### src/fsr_pkg.sv
package fsr_pkg;
    localparam logic [7:0] OP_WRITE_STATUS1 = 8'h01;
    localparam logic [7:0] OP_WRITE_STATUS2 = 8'h31;
    localparam logic [7:0] OP_RESET = 8'hF0;
    localparam logic [7:0] RESET_CONFIRM = 8'hD0;
    // data byte field positions
    localparam int LOCK_BIT = 7;
    localparam int GLOB_MSB = 5;
    localparam int GLOB_LSB = 2;
    localparam int RST_EN_BIT = 4;
    localparam int LKDN_EN_BIT = 3;
    // power-up values
    localparam logic LOCK_RESET = 1'b0;
    localparam logic RST_EN_RESET = 1'b0;
    localparam logic LKDN_EN_RESET = 1'b0;
    localparam logic LATCH_RESET = 1'b0;
    // timing
    localparam int CLK_PERIOD_NS = 20;
    localparam int SCK_PERIOD_NS = 160;
    localparam int SCK_HALF_CYCLES = SCK_PERIOD_NS / 2 / CLK_PERIOD_NS;
    localparam int T_RST_NS = 1000;
    localparam int RST_CYCLES = T_RST_NS / CLK_PERIOD_NS;
    localparam int RST_W = 16;
    // host register map, byte addresses
    localparam logic [7:0] HOST_CTRL = 8'h00;
    localparam logic [7:0] HOST_DATA = 8'h04;
    localparam logic [7:0] HOST_STATUS = 8'h08;
endpackage

### src/fsr_if.sv
`timescale 1ns/10ps
interface fsr_if;
    logic cs_n;
    logic sck;
    logic mosi;
    modport host (output cs_n, output sck, output mosi);
    modport dev (input cs_n, input sck, input mosi);
endinterface

### src/fsr_dev.sv
// Local design decisions: the APB register port and the register offsets.
`timescale 1ns/10ps
// Summary of operation
// RULE1 - host sets write latch before status writes
// RULE2 - opcode 01h, one data byte, extras dropped
// RULE3 - byte1: bit7 lock, bits5..2 global select
// RULE4 - valid byte1 write: update lock, clear latch
// RULE5 - global action uses bits5..2 and prior lock
// RULE6 - short or misaligned byte1 write aborts, clears latch
// RULE7 - protect pin: lock only settable, else ignore
// RULE8 - opcode 31h, one data byte, extras dropped
// RULE9 - byte2: bit4 reset enable, bit3 lockdown enable
// RULE10 - valid byte2 write: update enables, clear latch
// RULE11 - lockdown enable untouched once state frozen
// RULE12 - short or misaligned byte2 write aborts, clears latch
// RULE13 - reset needs no write latch
// RULE14 - reset ignored unless reset enable set
// RULE15 - reset frame F0h then D0h, extras dropped
// RULE16 - valid reset ends operations, returns idle
// RULE17 - reset keeps lock bits, clears latch, suspends
// RULE18 - short or misaligned reset frame does nothing
// RULE19 - lock powers up zero, reset keeps it
// RULE20 - reset enable powers up zero
// RULE21 - freeze forces lockdown enable zero forever
// RULE22 - incomplete opcode never clears write latch
// RULE23 - global decode lives outside, fed raw bits
// RULE24 - msb first, sampled on rising sck
module fsr_dev #(
    parameter int RST_TIME = fsr_pkg::RST_CYCLES
) (
    input wire logic core_clk,
    input wire logic reset_n,
    fsr_if.dev link,
    input wire logic wp_n,
    input wire logic latch_set,
    input wire logic freeze_lockdown,
    input wire logic program_suspend_set,
    input wire logic erase_suspend_set,
    output logic protect_regs_lock,
    output logic write_enable_latch,
    output logic reset_cmd_enable,
    output logic lockdown_cmd_enable,
    output logic lockdown_frozen,
    output logic program_suspend_flag,
    output logic erase_suspend_flag,
    output logic glob_valid,
    output logic [3:0] glob_bits,
    output logic glob_prior_lock,
    output logic reset_pulse,
    output logic in_reset
);
    import fsr_pkg::*;

    typedef struct packed {
        logic [2:0] cs_s;
        logic [2:0] sck_s;
        logic [1:0] mosi_s;
        logic [1:0] wp_s;
        logic [7:0] shreg;
        logic [2:0] bit_cnt;
        logic [1:0] byte_cnt;
        logic [7:0] opcode;
        logic [7:0] data;
        logic lock;
        logic latch;
        logic rst_en;
        logic lkdn_en;
        logic frozen;
        logic psusp;
        logic esusp;
        logic glob_valid;
        logic [3:0] glob_bits;
        logic glob_prior;
        logic reset_pulse;
        logic [RST_W-1:0] rst_cnt;
    } fsr_dev_s;

    fsr_dev_s st;
    fsr_dev_s next_st;

    logic cs_level;
    logic cs_rise;
    logic cs_fall;
    logic sck_rise;
    logic wp_on;
    logic aligned;
    logic full_data;
    logic [7:0] shifted;

    assign cs_level = st.cs_s[1];
    assign cs_rise = st.cs_s[1] & ~st.cs_s[2];
    assign cs_fall = ~st.cs_s[1] & st.cs_s[2];
    assign sck_rise = st.sck_s[1] & ~st.sck_s[2];
    assign wp_on = ~st.wp_s[1];
    assign aligned = (st.bit_cnt == 3'h0);
    assign full_data = (st.byte_cnt == 2'h2);
    assign shifted = {st.shreg[6:0], st.mosi_s[1]};

    always_comb begin
        next_st = st;
        next_st.cs_s = {st.cs_s[1:0], link.cs_n};
        next_st.sck_s = {st.sck_s[1:0], link.sck};
        next_st.mosi_s = {st.mosi_s[0], link.mosi};
        next_st.wp_s = {st.wp_s[0], wp_n};
        next_st.glob_valid = 1'b0;
        next_st.reset_pulse = 1'b0;
        if (st.rst_cnt != '0) begin
            next_st.rst_cnt = st.rst_cnt - 1'b1;
        end
        if (cs_fall) begin
            next_st.bit_cnt = 3'h0;
            next_st.byte_cnt = 2'h0;
        end else if (!cs_level && sck_rise) begin
            next_st.shreg = shifted; // [RULE24]
            next_st.bit_cnt = st.bit_cnt + 3'h1;
            if (st.bit_cnt == 3'h7) begin
                // bytes beyond the first data byte are dropped
                if (st.byte_cnt == 2'h0) begin
                    next_st.opcode = shifted;
                end
                if (st.byte_cnt == 2'h1) begin
                    next_st.data = shifted; // [RULE2] [RULE8] [RULE15]
                end
                if (st.byte_cnt != 2'h2) begin
                    next_st.byte_cnt = st.byte_cnt + 2'h1;
                end
            end
        end
        // commands act only once the whole opcode arrived
        if (cs_rise && st.byte_cnt != 2'h0) begin // [RULE22]
            unique case (st.opcode)
                OP_WRITE_STATUS1: begin
                    if (st.latch) begin // [RULE1]
                        next_st.latch = 1'b0; // [RULE4] [RULE6]
                        if (full_data && aligned) begin // [RULE6]
                            if (!wp_on || st.data[LOCK_BIT]) begin // [RULE7]
                                next_st.lock = st.data[LOCK_BIT]; // [RULE3] [RULE4]
                                next_st.glob_valid = 1'b1; // [RULE23]
                                next_st.glob_bits = st.data[GLOB_MSB:GLOB_LSB]; // [RULE5]
                                next_st.glob_prior = st.lock; // [RULE5]
                            end
                        end
                    end
                end
                OP_WRITE_STATUS2: begin
                    if (st.latch) begin // [RULE1]
                        next_st.latch = 1'b0; // [RULE10] [RULE12]
                        if (full_data && aligned) begin // [RULE12]
                            next_st.rst_en = st.data[RST_EN_BIT]; // [RULE9] [RULE10]
                            if (!st.frozen) begin // [RULE11]
                                next_st.lkdn_en = st.data[LKDN_EN_BIT]; // [RULE9]
                            end
                        end
                    end
                end
                OP_RESET: begin
                    // latch state is not consulted here
                    if (st.rst_en && full_data && aligned // [RULE13] [RULE14] [RULE18]
                            && st.data == RESET_CONFIRM) begin // [RULE15]
                        next_st.reset_pulse = 1'b1; // [RULE16]
                        next_st.rst_cnt = RST_W'(RST_TIME); // [RULE16]
                        next_st.latch = LATCH_RESET; // [RULE17]
                        next_st.psusp = 1'b0; // [RULE17]
                        next_st.esusp = 1'b0; // [RULE17]
                    end
                end
                default: begin
                end
            endcase
        end
        // set wins over a clear in the same cycle
        if (latch_set) begin
            next_st.latch = 1'b1;
        end
        if (program_suspend_set) begin
            next_st.psusp = 1'b1;
        end
        if (erase_suspend_set) begin
            next_st.esusp = 1'b1;
        end
        if (freeze_lockdown || st.frozen) begin
            next_st.frozen = 1'b1;
            next_st.lkdn_en = 1'b0; // [RULE21]
        end
    end

    always_ff @(posedge core_clk) begin
        if (!reset_n) begin
            st <= '0;
            st.cs_s <= 3'h7;
            st.wp_s <= 2'h3;
            st.lock <= LOCK_RESET; // [RULE19]
            st.rst_en <= RST_EN_RESET; // [RULE20]
            st.lkdn_en <= LKDN_EN_RESET;
            st.latch <= LATCH_RESET;
        end else begin
            st <= next_st;
        end
    end

    assign protect_regs_lock = st.lock;
    assign write_enable_latch = st.latch;
    assign reset_cmd_enable = st.rst_en;
    assign lockdown_cmd_enable = st.lkdn_en;
    assign lockdown_frozen = st.frozen;
    assign program_suspend_flag = st.psusp;
    assign erase_suspend_flag = st.esusp;
    assign glob_valid = st.glob_valid;
    assign glob_bits = st.glob_bits;
    assign glob_prior_lock = st.glob_prior;
    assign reset_pulse = st.reset_pulse;
    assign in_reset = (st.rst_cnt != '0);
endmodule

### src/flat_wrapper.sv
// flat-port wrapper written by rule: the top's interface ports become plain ports
module fsr_dev_flat import fsr_pkg::*;
#(
    parameter int RST_TIME = fsr_pkg::RST_CYCLES
)
  (core_clk, reset_n, wp_n, latch_set, freeze_lockdown, program_suspend_set, erase_suspend_set, protect_regs_lock, write_enable_latch, reset_cmd_enable, lockdown_cmd_enable, lockdown_frozen, program_suspend_flag, erase_suspend_flag, glob_valid, glob_bits, glob_prior_lock, reset_pulse, in_reset, link_cs_n, link_sck, link_mosi);
  fsr_if link_i ();
  input wire logic core_clk;
  input wire logic reset_n;
  input wire logic wp_n;
  input wire logic latch_set;
  input wire logic freeze_lockdown;
  input wire logic program_suspend_set;
  input wire logic erase_suspend_set;
  output logic protect_regs_lock;
  output logic write_enable_latch;
  output logic reset_cmd_enable;
  output logic lockdown_cmd_enable;
  output logic lockdown_frozen;
  output logic program_suspend_flag;
  output logic erase_suspend_flag;
  output logic glob_valid;
  output logic [3:0] glob_bits;
  output logic glob_prior_lock;
  output logic reset_pulse;
  output logic in_reset;
  input wire logic [$bits(link_i.cs_n)-1:0] link_cs_n;
  input wire logic [$bits(link_i.sck)-1:0] link_sck;
  input wire logic [$bits(link_i.mosi)-1:0] link_mosi;
  assign link_i.cs_n = link_cs_n;
  assign link_i.sck = link_sck;
  assign link_i.mosi = link_mosi;
  fsr_dev #(.RST_TIME(RST_TIME)) u_core (.core_clk(core_clk), .reset_n(reset_n), .link(link_i), .wp_n(wp_n), .latch_set(latch_set), .freeze_lockdown(freeze_lockdown), .program_suspend_set(program_suspend_set), .erase_suspend_set(erase_suspend_set), .protect_regs_lock(protect_regs_lock), .write_enable_latch(write_enable_latch), .reset_cmd_enable(reset_cmd_enable), .lockdown_cmd_enable(lockdown_cmd_enable), .lockdown_frozen(lockdown_frozen), .program_suspend_flag(program_suspend_flag), .erase_suspend_flag(erase_suspend_flag), .glob_valid(glob_valid), .glob_bits(glob_bits), .glob_prior_lock(glob_prior_lock), .reset_pulse(reset_pulse), .in_reset(in_reset));
endmodule
### config.mk
export PLATFORM = sky130hd
export DESIGN_NAME = fsr_dev_flat
export DESIGN_NICKNAME = d
export VERILOG_FILES = /design/src/fsr_pkg.sv /design/src/fsr_if.sv /design/src/fsr_dev.sv /design/src/flat_wrapper.sv
export SDC_FILE = /design/constraint.sdc
export NUM_CORES = 1
export LEC_CHECK = 0
export ABC_AREA = 1
export BUFFER_PORTS_ARGS = -buffer_cell sky130_fd_sc_hd__buf_4
export CAP_MARGIN = 20
export CORE_UTILIZATION = 58
export DETAILED_ROUTE_END_ITERATION = 6
export GPL_TIMING_DRIVEN = 0
export PLACE_DENSITY = 0.76
export SYNTH_ARGS = -nofsm -noshare
export SYNTH_HDL_FRONTEND = slang
export SYNTH_SLANG_ARGS = --single-unit
export TNS_END_PERCENT = 100
### constraint.sdc
create_clock -name core_clk -period 1.9 [get_ports core_clk]
set_input_delay 0.19 -clock core_clk [delete_from_list [all_inputs] [get_ports core_clk]]
set_output_delay 0.19 -clock core_clk [all_outputs]
set_load 0.03 [all_outputs]
### Word-level counts from Yosys, hierarchy flattened

Cells that the tools add are included.

* bits in registers: 68
* input port bits: 10
* output and inout bits: 15
* logic and storage cells: 97

* $add $sub $neg: 3
* equal/unequal tests: 9
* multiplexer cells: 20
* bitwise operators: 9
* reductions and logical operators: 35

Operator list (count)
* 17-bit 2-to-1 mux: 2
* 25-bit 2-to-1 mux: 1
* 6-bit 2-to-1 mux: 4
* 8-bit equality test, second input constant: 2
* 16-bit 2-to-1 mux: 1
* 16-bit nonzero test: 1
* 2-bit nonzero test: 8
* 16-bit by 1-bit subtractor with 16-bit output, second input constant: 1
* 3-bit AND reduction: 5
* 5-bit AND reduction: 3
* 4-bit AND reduction: 3
* 2-bit 2-to-1 mux: 5
* 8-bit by 1-bit equality test with 1-bit output, second input constant: 1
* 8-bit by 6-bit equality test with 1-bit output, second input constant: 1
* 1-bit logical AND: 6
* 1-bit NOT: 6
* 1-bit 2-to-1 mux: 5
* 4-bit nonzero test: 1
* 2-bit OR reduction: 2
* 3-bit by 1-bit adder with 3-bit output, second input constant: 1
* 1-bit bitwise AND: 3
* 3-bit equality test, second input constant: 1
* 3-bit zero test: 1
* 3-bit 2-to-1 mux: 1
* 10 further kinds: 11

### Depth between registers and ports, before layout

Gate-level depths: netlist (run 1).

* depth in word-level cells: 8
* mapped depth: 11
* gate-level depth less buffers: 11

### Worst setup path before layout (run 1)

No wires, ideal clock.

* path type: register to register
* start: register u_core.st[46] (netlist name)
* end: register u_core.st[10] (netlist name)
* arrival: 1.364 ns
* required time: 1.786 ns
* setup slack: 0.422 ns
* cell stages (with the launch flop): 8
* path buffers: 1
* period minus slack after synthesis: 1.478 ns
* path through: dfxtp_1 > inv_1 > ha_1 > nor3_2 > nand4_2 > nand2_2 > buf_6 > nor2_1

* longest elaborated chain between the ends: 7
* elaborated cells between the ends (all ways): 9
* those cells by class: eq/ne (1); mux (3); reduce/logical (5)

Ends and longest elaborated chain
* from (decl): line fsr_dev.sv:78 `fsr_dev_s st;`
* from (signal assigned): line fsr_dev.sv:197 `st <= next_st;`
* 2-bit equality test: line fsr_dev.sv:96 `assign full_data = (st.byte_cnt == 2'h2);`
* 1-bit logical AND (2 in series): line fsr_dev.sv:158 `if (st.rst_en && full_data && aligned`
* 1-bit logical AND: line fsr_dev.sv:159 `&& st.data == RESET_CONFIRM) begin`
* 17-bit 2-to-1 mux: line fsr_dev.sv:158
* 17-bit 2-to-1 mux: line fsr_dev.sv:131 `unique case (st.opcode)`
* 25-bit 2-to-1 mux *: line fsr_dev.sv:130 `if (cs_rise && st.byte_cnt != 2'h0) begin`

Every way passes the cells marked *; elsewhere a longest branch is shown, timed or not. The select of a mux whose other input is x is not followed.
A chain may end at the register's enable or synchronous reset.

### Worst setup path in the final report (run 1)

* start: register u_core.st[0] (netlist name)
* end: output in_reset

* longest elaborated chain between the ends: 1

Ends and longest elaborated chain
* 16-bit nonzero test: line fsr_dev.sv:212 `assign in_reset = (st.rst_cnt != '0);`
* to (decl): line flat_wrapper.sv:26 `output logic in_reset;`

No other way between the ends.

==> summary.txt, run 1 <==
Outcome
  • Status: finished, final reports clean

Final layout
  • Final core utilization: 71.7%
  • Syn-to-layout area delta: 17.4%
  • Filler cells: 424
  • Final nets: 447
  • Antenna diode count: 0
  • Share of cells above drive strength 1: 15.6%

STA
  • Highest Clock Rate: 552 MHz
  • Tmin final: 1810 ps
  • Max Transition Viols Final: 0
  • Worst-Margin Slew: 387 ps
  • RSZ-0062 raised after global routing: no
  • Final Cycle Share: 95.4%
  • Setup TNS: 0 ps
  • Final-report setup violation count: 0
  • WHS: 28.8 ps
  • Final Hold Fails: 0
  • Clock skew: 13.4 ps
  • Slew margin rel.: 74.2%

Clocking
  • Clk_lat worst skew: 340 ps
  • Clock-pin slew on the worst setup and hold paths: 70 ps
  • Clk buf depth: 2
  • TritonCTS clock tree: done
  • Root buffer cell: clkbuf_8
  • Hold-fix buffers, CTS: 0
  • CTS buffer count: 9
  • Clock sink count: 68
  • H-tree levels: 3

Routing
  • Post-route ant nets: 0
  • Via density: 4.91
  • Routed len/inst: 11.6 µm
  • DRC viols: 0
  • Pre-antenna DRT Iters: 4
  • WL final: 5.80 mm
  • Iteration-0 DRC Markers: 127
  • Vias: 2466

Global routing
  • Vias in the first global route: 2218
  • Gr usage total: 23.9%
  • Antenna violations before repair: 0
  • GR Overflow Total: 0
  • Wire length of the first global-routing pass: 9.62 mm
  • Largest net degree at the start of global routing: 12

Power and ir drop
  • Pleak: 1.65 nW
  • PD cells: 860 nW/µm²
  • Worst VDD drop: 698 µV
  • Power Total: 0.00295 W

Floorplan
  • Core area: 4790 µm²
  • Die area: 5330 µm²
  • Die width: 73.0 µm
  • Die Y-Extent: 73.0 µm
  • Ports: 25
  • Initial Util: 61.1%
  • Row count: 25

Logic synthesis
  • Post-Syn Area per Cell: 7.38 µm²
  • Post-Synth Adder-Cell Area: 3.00%
  • XOR/XNOR Fraction of Synth Area: 1.80%
  • Sequential area share after synthesis: 46.6%
  • Synth Area in Simple Gates: 27.7%
  • Yosys reg bits: 68
  • Synthesized area: 2920 µm²
  • Synth Instances: 396
  • Syn. warnings: 0
  • Synthesized Nets: 413
  • Post-synthesis mux area share: 0%
  • Compound-Gate Fraction of Synth Area: 11.2%
  • Largest family of logic cells by synthesized area: simple AND/OR/NAND/NOR gates
  • Number of distinct library cells after synthesis: 31

Setup path
  • Critical path endpoint category: primary output
  • CP dominant cell by count: nand2_2
  • Slowest cell on crit path: dfxtp_1
  • Worst path cell trace: inv_1, ha_2, nand2_2, nor2_1, nand2_2, buf_6, buf_4
  • Crit path launch type: flop
  • CP Data Required Time: 1710 ps
  • CP arrival: 1620 ps
  • Reg-to-reg slack, setup: 150 ps
  • R2R depth: 7
  • Slowest cell delay on critical path: 310 ps
  • Critical path type: flop to primary output
  • Critical Path Fanout Max: 10

Place
  • Port Buf Inserts: 23
  • Gp weighted congestion: 0.897
  • DP HPWL: 4.27 mm

Hold path
  • Hold Crit Class: input pin to flop
  • WHS Path Cells: 3

Job
  • Max Cap Viol: 0
## cell usage after synthesis, drive strengths merged
cell type	number	area, µm²
nor3b	1	7.51
a211oi	1	7.51
dfxtp	68	1360
ha	7	87.6
xor2	5	43.8
nor3	5	41.3
nand2	71	269
buf	11	78.8
clkbuf	2	7.51
nor2	84	334
a21oi	27	135
clkinv	1	3.75
nand3b	4	30.0
nand4	1	12.5
nand3	13	77.6
xnor2	1	8.76
inv	52	195
or2	6	37.5
o21ai	36	184
## final cells by class
type	count	area [µm²]	area share (%)
repair buffers	23	173	5.03
multi-input cells	262	1290	37.6
flip-flops and latches	68	1360	39.7
clock inverters	4	70.1	2.04
plain buffers	13	90.1	2.63
well taps	67	83.8	2.44
inverters	53	199	5.80
clock buffers	12	165	4.81
## critical path, delay by kind of cell, from the launching register on
family	cells	cell delay, ps
adder cells (fa/ha/maj)	1	220
AND/OR/NAND/NOR	3	330
flip-flops	1	310
buffers and inverters	3	430
## per-layer routing
metal | vias up | wire (µm) | GRT usage (%)
li1 | 1303 | - | -
met1 | 1106 | 2880 | 30.6
met2 | 49 | 2640 | 39.2
met3 | 8 | 214 | 5.80
met4 | 0 | 65 | 8.50
met5 | - | 0 | 0
## flip-flops by register name, indices dropped and copies added, names as in the netlist
register / count
u_core.write_enable_latch: 1
u_core.glob_bits: 4
u_core.lockdown_cmd_enable: 1
u_core.st: 40
u_core.program_suspend_flag: 1
u_core.shifted: 8
u_core.glob_prior_lock: 1
u_core.protect_regs_lock: 1
u_core.reset_pulse: 1
u_core.lockdown_frozen: 1
u_core.erase_suspend_flag: 1
u_core.reset_cmd_enable: 1
u_core.cs_level: 1
u_core.glob_valid: 1
u_core.next_st: 5
## stage by stage
stage / worst slack, ps / cells / cell area [µm²]
after floorplan: 422 / 396 / 2920
after global placement: 201 / 486 / 3180
after detailed placement: 141 / 486 / 3180
after CTS: 11.8 / 502 / 3420
after global routing: 18.2 / 502 / 3430
final: 88.3 / 502 / 3430
## power breakdown
part | internal (W) | switching, W
combinational | 0.0000400 | 0.0000636
sequential | 0.00144 | 0.0000109
clock | 0.000843 | 0.000552
total | 0.00232 | 0.000626
## worst paths after layout
check,startpoint,endpoint
hold reg to reg,u_core.next_st[62],u_core.shifted[0]
setup / recovery,u_core.st[0],in_reset
hold / removal,link_mosi,u_core.next_st[62]
setup reg to reg,u_core.st[46],u_core.st[12]
## repair_timing
action | CTS | global route
setup endpoints to repair | 1 | 5
setup buffers | 0 | 0
gates resized for setup | 1 | 4
pin swaps | 0 | 0
## cell usage in the layout (no fill, tap or decap), drive strengths merged
cell type	n
xor2	5
buf	34
inv	52
ha	7
o21ai	36
bufinv	2
nor3	5
dfxtp	68
or2	6
nor2	84
nand3b	4
nand4	1
nand2	71
a211oi	1
a21oi	27
nor3b	1
clkinv	3
xnor2	1
clkbuf	14
nand3	13
## cell families (layout without fill, tap and decap cells)
group | Yosys count | after routing
and+or+nand+nor | 185 | 185
DFF | 68 | 68
xor gates and xnor gates | 6 | 6
buffers and inverters | 66 | 105
adders and majority gates | 7 | 7
AOI/OAI and AO/OA | 64 | 64
No activity file was read; power rests on OpenSTA's default activity.
==> run 2: changes to the inputs <==
Settings changed: CORE_UTILIZATION 58 to 46, CTS_BUF_LIST set to sky130_fd_sc_hd__clkbuf_2, PLACE_DENSITY 0.76 to 0.62.
==> run 2 against run 1 <==
Against the previous run: maximum frequency grew 1.7%; first-iteration DRC count shrank 21%; routed wire length is 0.16% lower; global-route usage decreased by 4.1 points; die area rose by 25%; register-to-register slack hardly changed; clock skew up 15 ps; critical path type unchanged; worst setup slack better by 30 ps; sequential share of layout area increased by 0.20 points; cell count is 3.4% higher.
==> summary.txt, run 2 (same netlist as run 1, synthesis figures left out) <==
Routing
  • Via density: 4.77 (was 4.91)
  • WL final: 5.79 mm (was 5.80 mm)
  • Post-route ant nets: 0 (unchanged)
  • Vias: 2475 (was 2466)
  • Routed len/inst: 11.2 µm (was 11.6 µm)
  • Iteration-0 DRC Markers: 100 (was 127)
  • DRC viols: 0 (unchanged)
  • Pre-antenna DRT Iters: 4 (unchanged)

STA
  • Max Transition Viols Final: 0 (unchanged)
  • Worst-Margin Slew: 404 ps (was 387 ps)
  • RSZ-0062 raised after global routing: no (unchanged)
  • Final-report setup violation count: 0 (unchanged)
  • Final Hold Fails: 0 (unchanged)
  • Slew margin rel.: 73.1% (was 74.2%)
  • WHS: 416 ps (was 28.8 ps)
  • Clock skew: 28.2 ps (was 13.4 ps)
  • Highest Clock Rate: 561 MHz (was 552 MHz)
  • Final Cycle Share: 93.8% (was 95.4%)
  • Setup TNS: 0 ps (unchanged)
  • Tmin final: 1780 ps (was 1810 ps)

Floorplan
  • Core area: 6030 µm² (was 4790 µm²)
  • Die Y-Extent: 81.7 µm (was 73.0 µm)
  • Initial Util: 48.5% (was 61.1%)
  • Die width: 81.7 µm (was 73.0 µm)
  • Die area: 6680 µm² (was 5330 µm²)
  • Ports: 25 (unchanged)
  • Row count: 28 (was 25)

Final layout
  • Share of cells above drive strength 1: 15.5% (was 15.6%)
  • Max reg flops: 40 (unchanged)
  • Syn-to-layout area delta: 16.9% (was 17.4%)
  • Antenna diode count: 0 (unchanged)
  • Reg area: 1360 µm² (about the same)
  • Finished Cell Area: 3420 µm² (was 3430 µm²)
  • Final non-filler cell total: 519 (was 502)
  • Final core utilization: 56.7% (was 71.7%)
  • Commonest non-fill, non-tap cell in the layout: nor2_1 (unchanged)
  • Multi-input logic area: 1300 µm² (was 1290 µm²)
  • Biggest register: u_core.st (unchanged)
  • Final nets: 456 (was 447)
  • Most frequent cells in the layout: nor2_1, nand2_1, dfxtp_1 (unchanged)
  • Filler cells: 605 (was 424)

Clocking
  • Clk_lat worst skew: 500 ps (was 340 ps)
  • CTS buffer count: 9 (unchanged)
  • Clock sink count: 68 (unchanged)
  • Clock-pin slew on the worst setup and hold paths: 170 ps (was 70 ps)
  • Clk buf depth: 2 (unchanged)
  • H-tree levels: 3 (unchanged)
  • Root buffer cell: clkbuf_2 (was clkbuf_8)
  • TritonCTS clock tree: done (unchanged)

Place
  • Area after DPL: 3190 µm² (was 3180 µm²)
  • DP HPWL: 4.17 mm (was 4.27 mm)
  • Dpl cells: 494 (was 486)
  • Gp weighted congestion: 0.806 (was 0.897)
  • Port Buf Inserts: 23 (unchanged)

Setup path
  • Slowest cell on crit path: dfxtp_2 (was dfxtp_1)
  • CP Data Required Time: 1710 ps (about the same)
  • Critical Path Fanout Max: 5 (was 10)
  • WP buf/inv: 2 (was 3)
  • CP delay by family, top: flip-flops (was buffers and inverters)
  • Slowest cell delay on critical path: 350 ps (was 310 ps)
  • Critical path type: flop to primary output (unchanged)
  • Crit path launch type: flop (unchanged)
  • Worst path cell trace: inv_1, ha_2, nand2_2, nor2_4, nand2_4, buf_6 (was inv_1, ha_2, nand2_2, nor2_1, nand2_2, buf_6, buf_4)
  • Critical path endpoint category: primary output (unchanged)
  • Reg-to-reg slack, setup: 150 ps (about the same)
  • CP arrival: 1590 ps (was 1620 ps)

Global routing
  • Antenna violations before repair: 0 (unchanged)
  • Gr usage total: 19.8% (was 23.9%)
  • Wire length of the first global-routing pass: 9.91 mm (was 9.62 mm)
  • Vias in the first global route: 2161 (was 2218)
  • GR Overflow Total: 0 (unchanged)
  • Largest net degree at the start of global routing: 14 (was 12)

Hold path
  • Hold Crit Class: input pin to flop (unchanged)

Job
  • Max Cap Viol: 0 (unchanged)

Outcome
  • Status: finished, final reports clean (unchanged)

Power and ir drop
  • Worst VDD drop: 386 µV (was 698 µV)
  • PD cells: 696 nW/µm² (was 860 nW/µm²)
  • Pleak: 1.63 nW (was 1.65 nW)
==> run 2: final timing paths <==
kind,endpoint,start,depth (start not counted)
worst max-delay path,in_reset,u_core.st[0],6
worst min-delay path,u_core.next_st[64],link_sck,4
worst max register to register,u_core.st[13],u_core.st[46],7
worst min register to register,u_core.shifted[0],u_core.next_st[62],2
==> run 2: layout make-up <==
class	count	share of cell area [%]
buffer	12	2.31
inverter	53	5.82
timing repair buffer	33	8.02
clock buffer	10	1.46
multi-input combinational	262	38.2
sequential	68	39.9
clock inverter	6	1.61
tap	75	2.75
==> run 2: repair_timing <==
item,in CTS,in global routing
hold buffers,9,0
buffers inserted,1,0
cloned,0,0
resized for setup,8,2
hold endpoints to repair,10,0
setup endpoints to repair,1,3
==> run 2: power breakdown <==
part	switching [W]	internal, W
Clock	0.000510	0.000296
Sequential	0.0000116	0.00144
Combinational	0.0000647	0.0000519
Total	0.000586	0.00179
==> run 2: worst register-to-register path, stage by stage (launching register included) <==
cell and delay (ps):
dfxtp_1 390, inv_1 80, ha_1 270, nor3_2 250, nand4_2 280, nand2_2 190, buf_6 160, nor2_1 50
==> run 2: metal layers <==
layer / vias up / track usage (%) / wire length [µm]
li1: 1323 / - / -
met2: 41 / 28.7 / 2450
met1: 1100 / 28.0 / 3050
met4: 0 / 9.47 / 121
met5: - / 0 / 0
met3: 11 / 4.00 / 173
==> run 2: through the flow <==
stage,total power (W),setup slack (ps)
after CTS,0.00240,87.8
after global placement,0.00159,165
after floorplan,0.00155,422
final,0.00238,118
after detailed placement,0.00159,159
after global routing,0.00247,3.28
==> run 3: changes to the inputs <==
Settings changed: CORE_MARGIN set to 10, CTS_BUF_LIST sky130_fd_sc_hd__clkbuf_2 to sky130_fd_sc_hd__clkbuf_4 sky130_fd_sc_hd__clkbuf_8 sky130_fd_sc_hd__clkbuf_16.
==> run 3 against run 2 <==
Against the previous run: clock power increased by 34%; power up 11%; first-iteration DRC count up 1.0%; sequential share of layout area increased by 0.080 points; via count decreased by 2.1%; design area shrank 0.29%; worst setup slack improved by 33 ps; largest cell class unchanged.
==> summary.txt, run 3 (same netlist as run 1, synthesis figures left out) <==
Routing
  • Iteration-0 DRC Markers: 101 (was 100)
  • WL final: 5.91 mm (was 5.79 mm)
  • Pre-antenna DRT Iters: 4 (unchanged)
  • DRC viols: 0 (unchanged)
  • Routed len/inst: 11.6 µm (was 11.2 µm)
  • Post-route ant nets: 0 (unchanged)
  • Via density: 4.75 (was 4.77)
  • Vias: 2424 (was 2475)

Hold path
  • WHS Path Cells: 2 (was 4)
  • Hold Crit Class: input pin to flop (unchanged)

STA
  • Max Transition Viols Final: 0 (unchanged)
  • WHS: 38.3 ps (was 416 ps)
  • Worst-Margin Slew: 428 ps (was 404 ps)
  • Setup TNS: 0 ps (unchanged)
  • Slew margin rel.: 71.5% (was 73.1%)
  • Final Cycle Share: 92.1% (was 93.8%)
  • Tmin final: 1750 ps (was 1780 ps)
  • Final-report setup violation count: 0 (unchanged)
  • RSZ-0062 raised after global routing: no (unchanged)
  • Clock skew: 11.7 ps (was 28.2 ps)
  • Final Hold Fails: 0 (unchanged)
  • Highest Clock Rate: 572 MHz (was 561 MHz)

Floorplan
  • Ports: 25 (unchanged)
  • Initial Util: 48.2% (was 48.5%)
  • Row count: 28 (unchanged)
  • Die area: 9940 µm² (was 6680 µm²)
  • Die Y-Extent: 99.7 µm (was 81.7 µm)
  • Core area: 6060 µm² (was 6030 µm²)
  • Die width: 99.7 µm (was 81.7 µm)

Power and ir drop
  • Logic pwr share: 3.9% (was 4.9%)
  • Clock share of power: 40.9% (was 33.9%)
  • Sw power: 0.000585 W (was 0.000586 W)
  • Sw frac: 22.2% (was 24.6%)
  • Internal Power: 0.00205 W (was 0.00179 W)
  • Worst VDD drop: 458 µV (was 386 µV)
  • Flop pwr share: 55.2% (was 61.2%)
  • PD cells: 772 nW/µm² (was 696 nW/µm²)
  • Pleak: 1.64 nW (was 1.63 nW)
  • Power Total: 0.00263 W (was 0.00238 W)

Clocking
  • H-tree levels: 3 (unchanged)
  • Clk_lat worst skew: 340 ps (was 500 ps)
  • Clock sink count: 68 (unchanged)
  • Clock-pin slew on the worst setup and hold paths: 70 ps (was 170 ps)
  • Root buffer cell: clkbuf_8 (was clkbuf_2)
  • Clk buf depth: 2 (unchanged)
  • TritonCTS clock tree: done (unchanged)
  • CTS buffer count: 9 (unchanged)
  • Buffer count from post-CTS setup fixing: 0 (was 1)

Setup path
  • Critical Path Fanout Max: 10 (was 5)
  • Critical path type: flop to primary output (unchanged)
  • R2R depth: 8 (was 7)
  • Critical path endpoint category: primary output (unchanged)
  • CP Data Required Time: 1710 ps (about the same)
  • Crit path launch type: flop (unchanged)
  • CP arrival: 1560 ps (was 1590 ps)

Final layout
  • Filler cells: 594 (was 605)
  • Commonest non-fill, non-tap cell in the layout: nor2_1 (unchanged)
  • Share of cells above drive strength 1: 16.1% (was 15.5%)
  • Finished Cell Area: 3410 µm² (was 3420 µm²)
  • Antenna diode count: 0 (unchanged)
  • Max reg flops: 40 (unchanged)
  • Final nets: 447 (was 456)
  • Biggest register: u_core.st (unchanged)
  • Multi-input logic area: 1320 µm² (was 1300 µm²)
  • Syn-to-layout area delta: 16.6% (was 16.9%)
  • Reg area: 1360 µm² (about the same)
  • Most frequent cells in the layout: nor2_1, nand2_1, dfxtp_1 (unchanged)

Global routing
  • Vias in the first global route: 2262 (was 2161)
  • Gr usage total: 12.5% (was 19.8%)
  • Antenna violations before repair: 0 (unchanged)
  • GR Overflow Total: 0 (unchanged)
  • Wire length of the first global-routing pass: 10.3 mm (was 9.91 mm)
  • Largest net degree at the start of global routing: 11 (was 14)

Place
  • DP HPWL: 4.33 mm (was 4.17 mm)
  • Port Buf Inserts: 23 (unchanged)
  • Gp weighted congestion: 0.843 (was 0.806)
  • Area after DPL: 3190 µm² (unchanged)

Job
  • Max Cap Viol: 0 (unchanged)

Outcome
  • Status: finished, final reports clean (unchanged)
==> run 3: changes by cell type in the layout (fill, tap and decap cells not counted), sizes merged <==
cell | previous run | this run
clkinvlp | 1 | 0
clkinv | 5 | 3
dlygate4sd3 | 9 | 0
bufinv | 1 | 0
clkbuf | 12 | 16
==> run 3: final timing paths <==
kind	slack [ps]	to	startpoint
worst min register to register	410	u_core.next_st[65]	u_core.next_st[64]
worst max-delay path	150	in_reset	u_core.st[1]
worst max register to register	170	u_core.glob_bits[1]	u_core.st[46]
worst min-delay path	40	u_core.next_st[60]	wp_n
==> run 3: worst max-delay path, cell delays in order, from the launching register on <==
cell	delay, ps
dfxtp_1	320
inv_1	100
ha_4	150
nand2_2	90
nor2_2	120
nand2_2	90
buf_4	190
buf_4	170
==> run 3: area by class of cell <==
cell class | count | area share, %
multi-input combinational | 262 | 38.6
tap | 75 | 2.75
clock buffer | 14 | 4.92
clock inverter | 2 | 0.294
timing repair buffer | 23 | 5.07
sequential | 68 | 40.0
inverter | 53 | 5.84
buffer | 13 | 2.53
==> run 3: power groups by stage <==
stage	registers [W]	logic, W	clock network [W]
finish	0.00145	0.000103	0.00108
CTS	0.00145	0.000104	0.00111
global placement	0.00148	0.000103	0
detailed placement	0.00148	0.000104	0
global route	0.00145	0.000117	0.00116
floorplan	0.00150	0.0000501	0
==> run 3: stage by stage <==
step	setup slack (ps)	util [%]	cells
6_report	151	56.2	510
5_1_grt	23.1	56.2	510
4_1_cts	10.0	55.6	510
3_5_place_dp	110	52.6	494
3_3_place_gp	134	52.6	494
2_1_floorplan	422	-	396
==> run 3: what timing repair did <==
action | CTS | global route
gates cloned | 0 | 0
hold buffers | 0 | 0
pin swaps | 0 | 1
endpoints found under the setup margin | 1 | 5
resized for setup | 1 | 8
==> run 3: per-layer routing <==
metal  global-route usage (%)  vias up  wire (µm)  part of all wire (%)
met5                        0        -          0                     0
met4                     5.62        0        121                   2.0
met1                     16.3     1049       2920                    49
met2                     18.2       54       2550                    43
li1                         -     1309          -                     -
met3                     4.01       12        318                   5.4
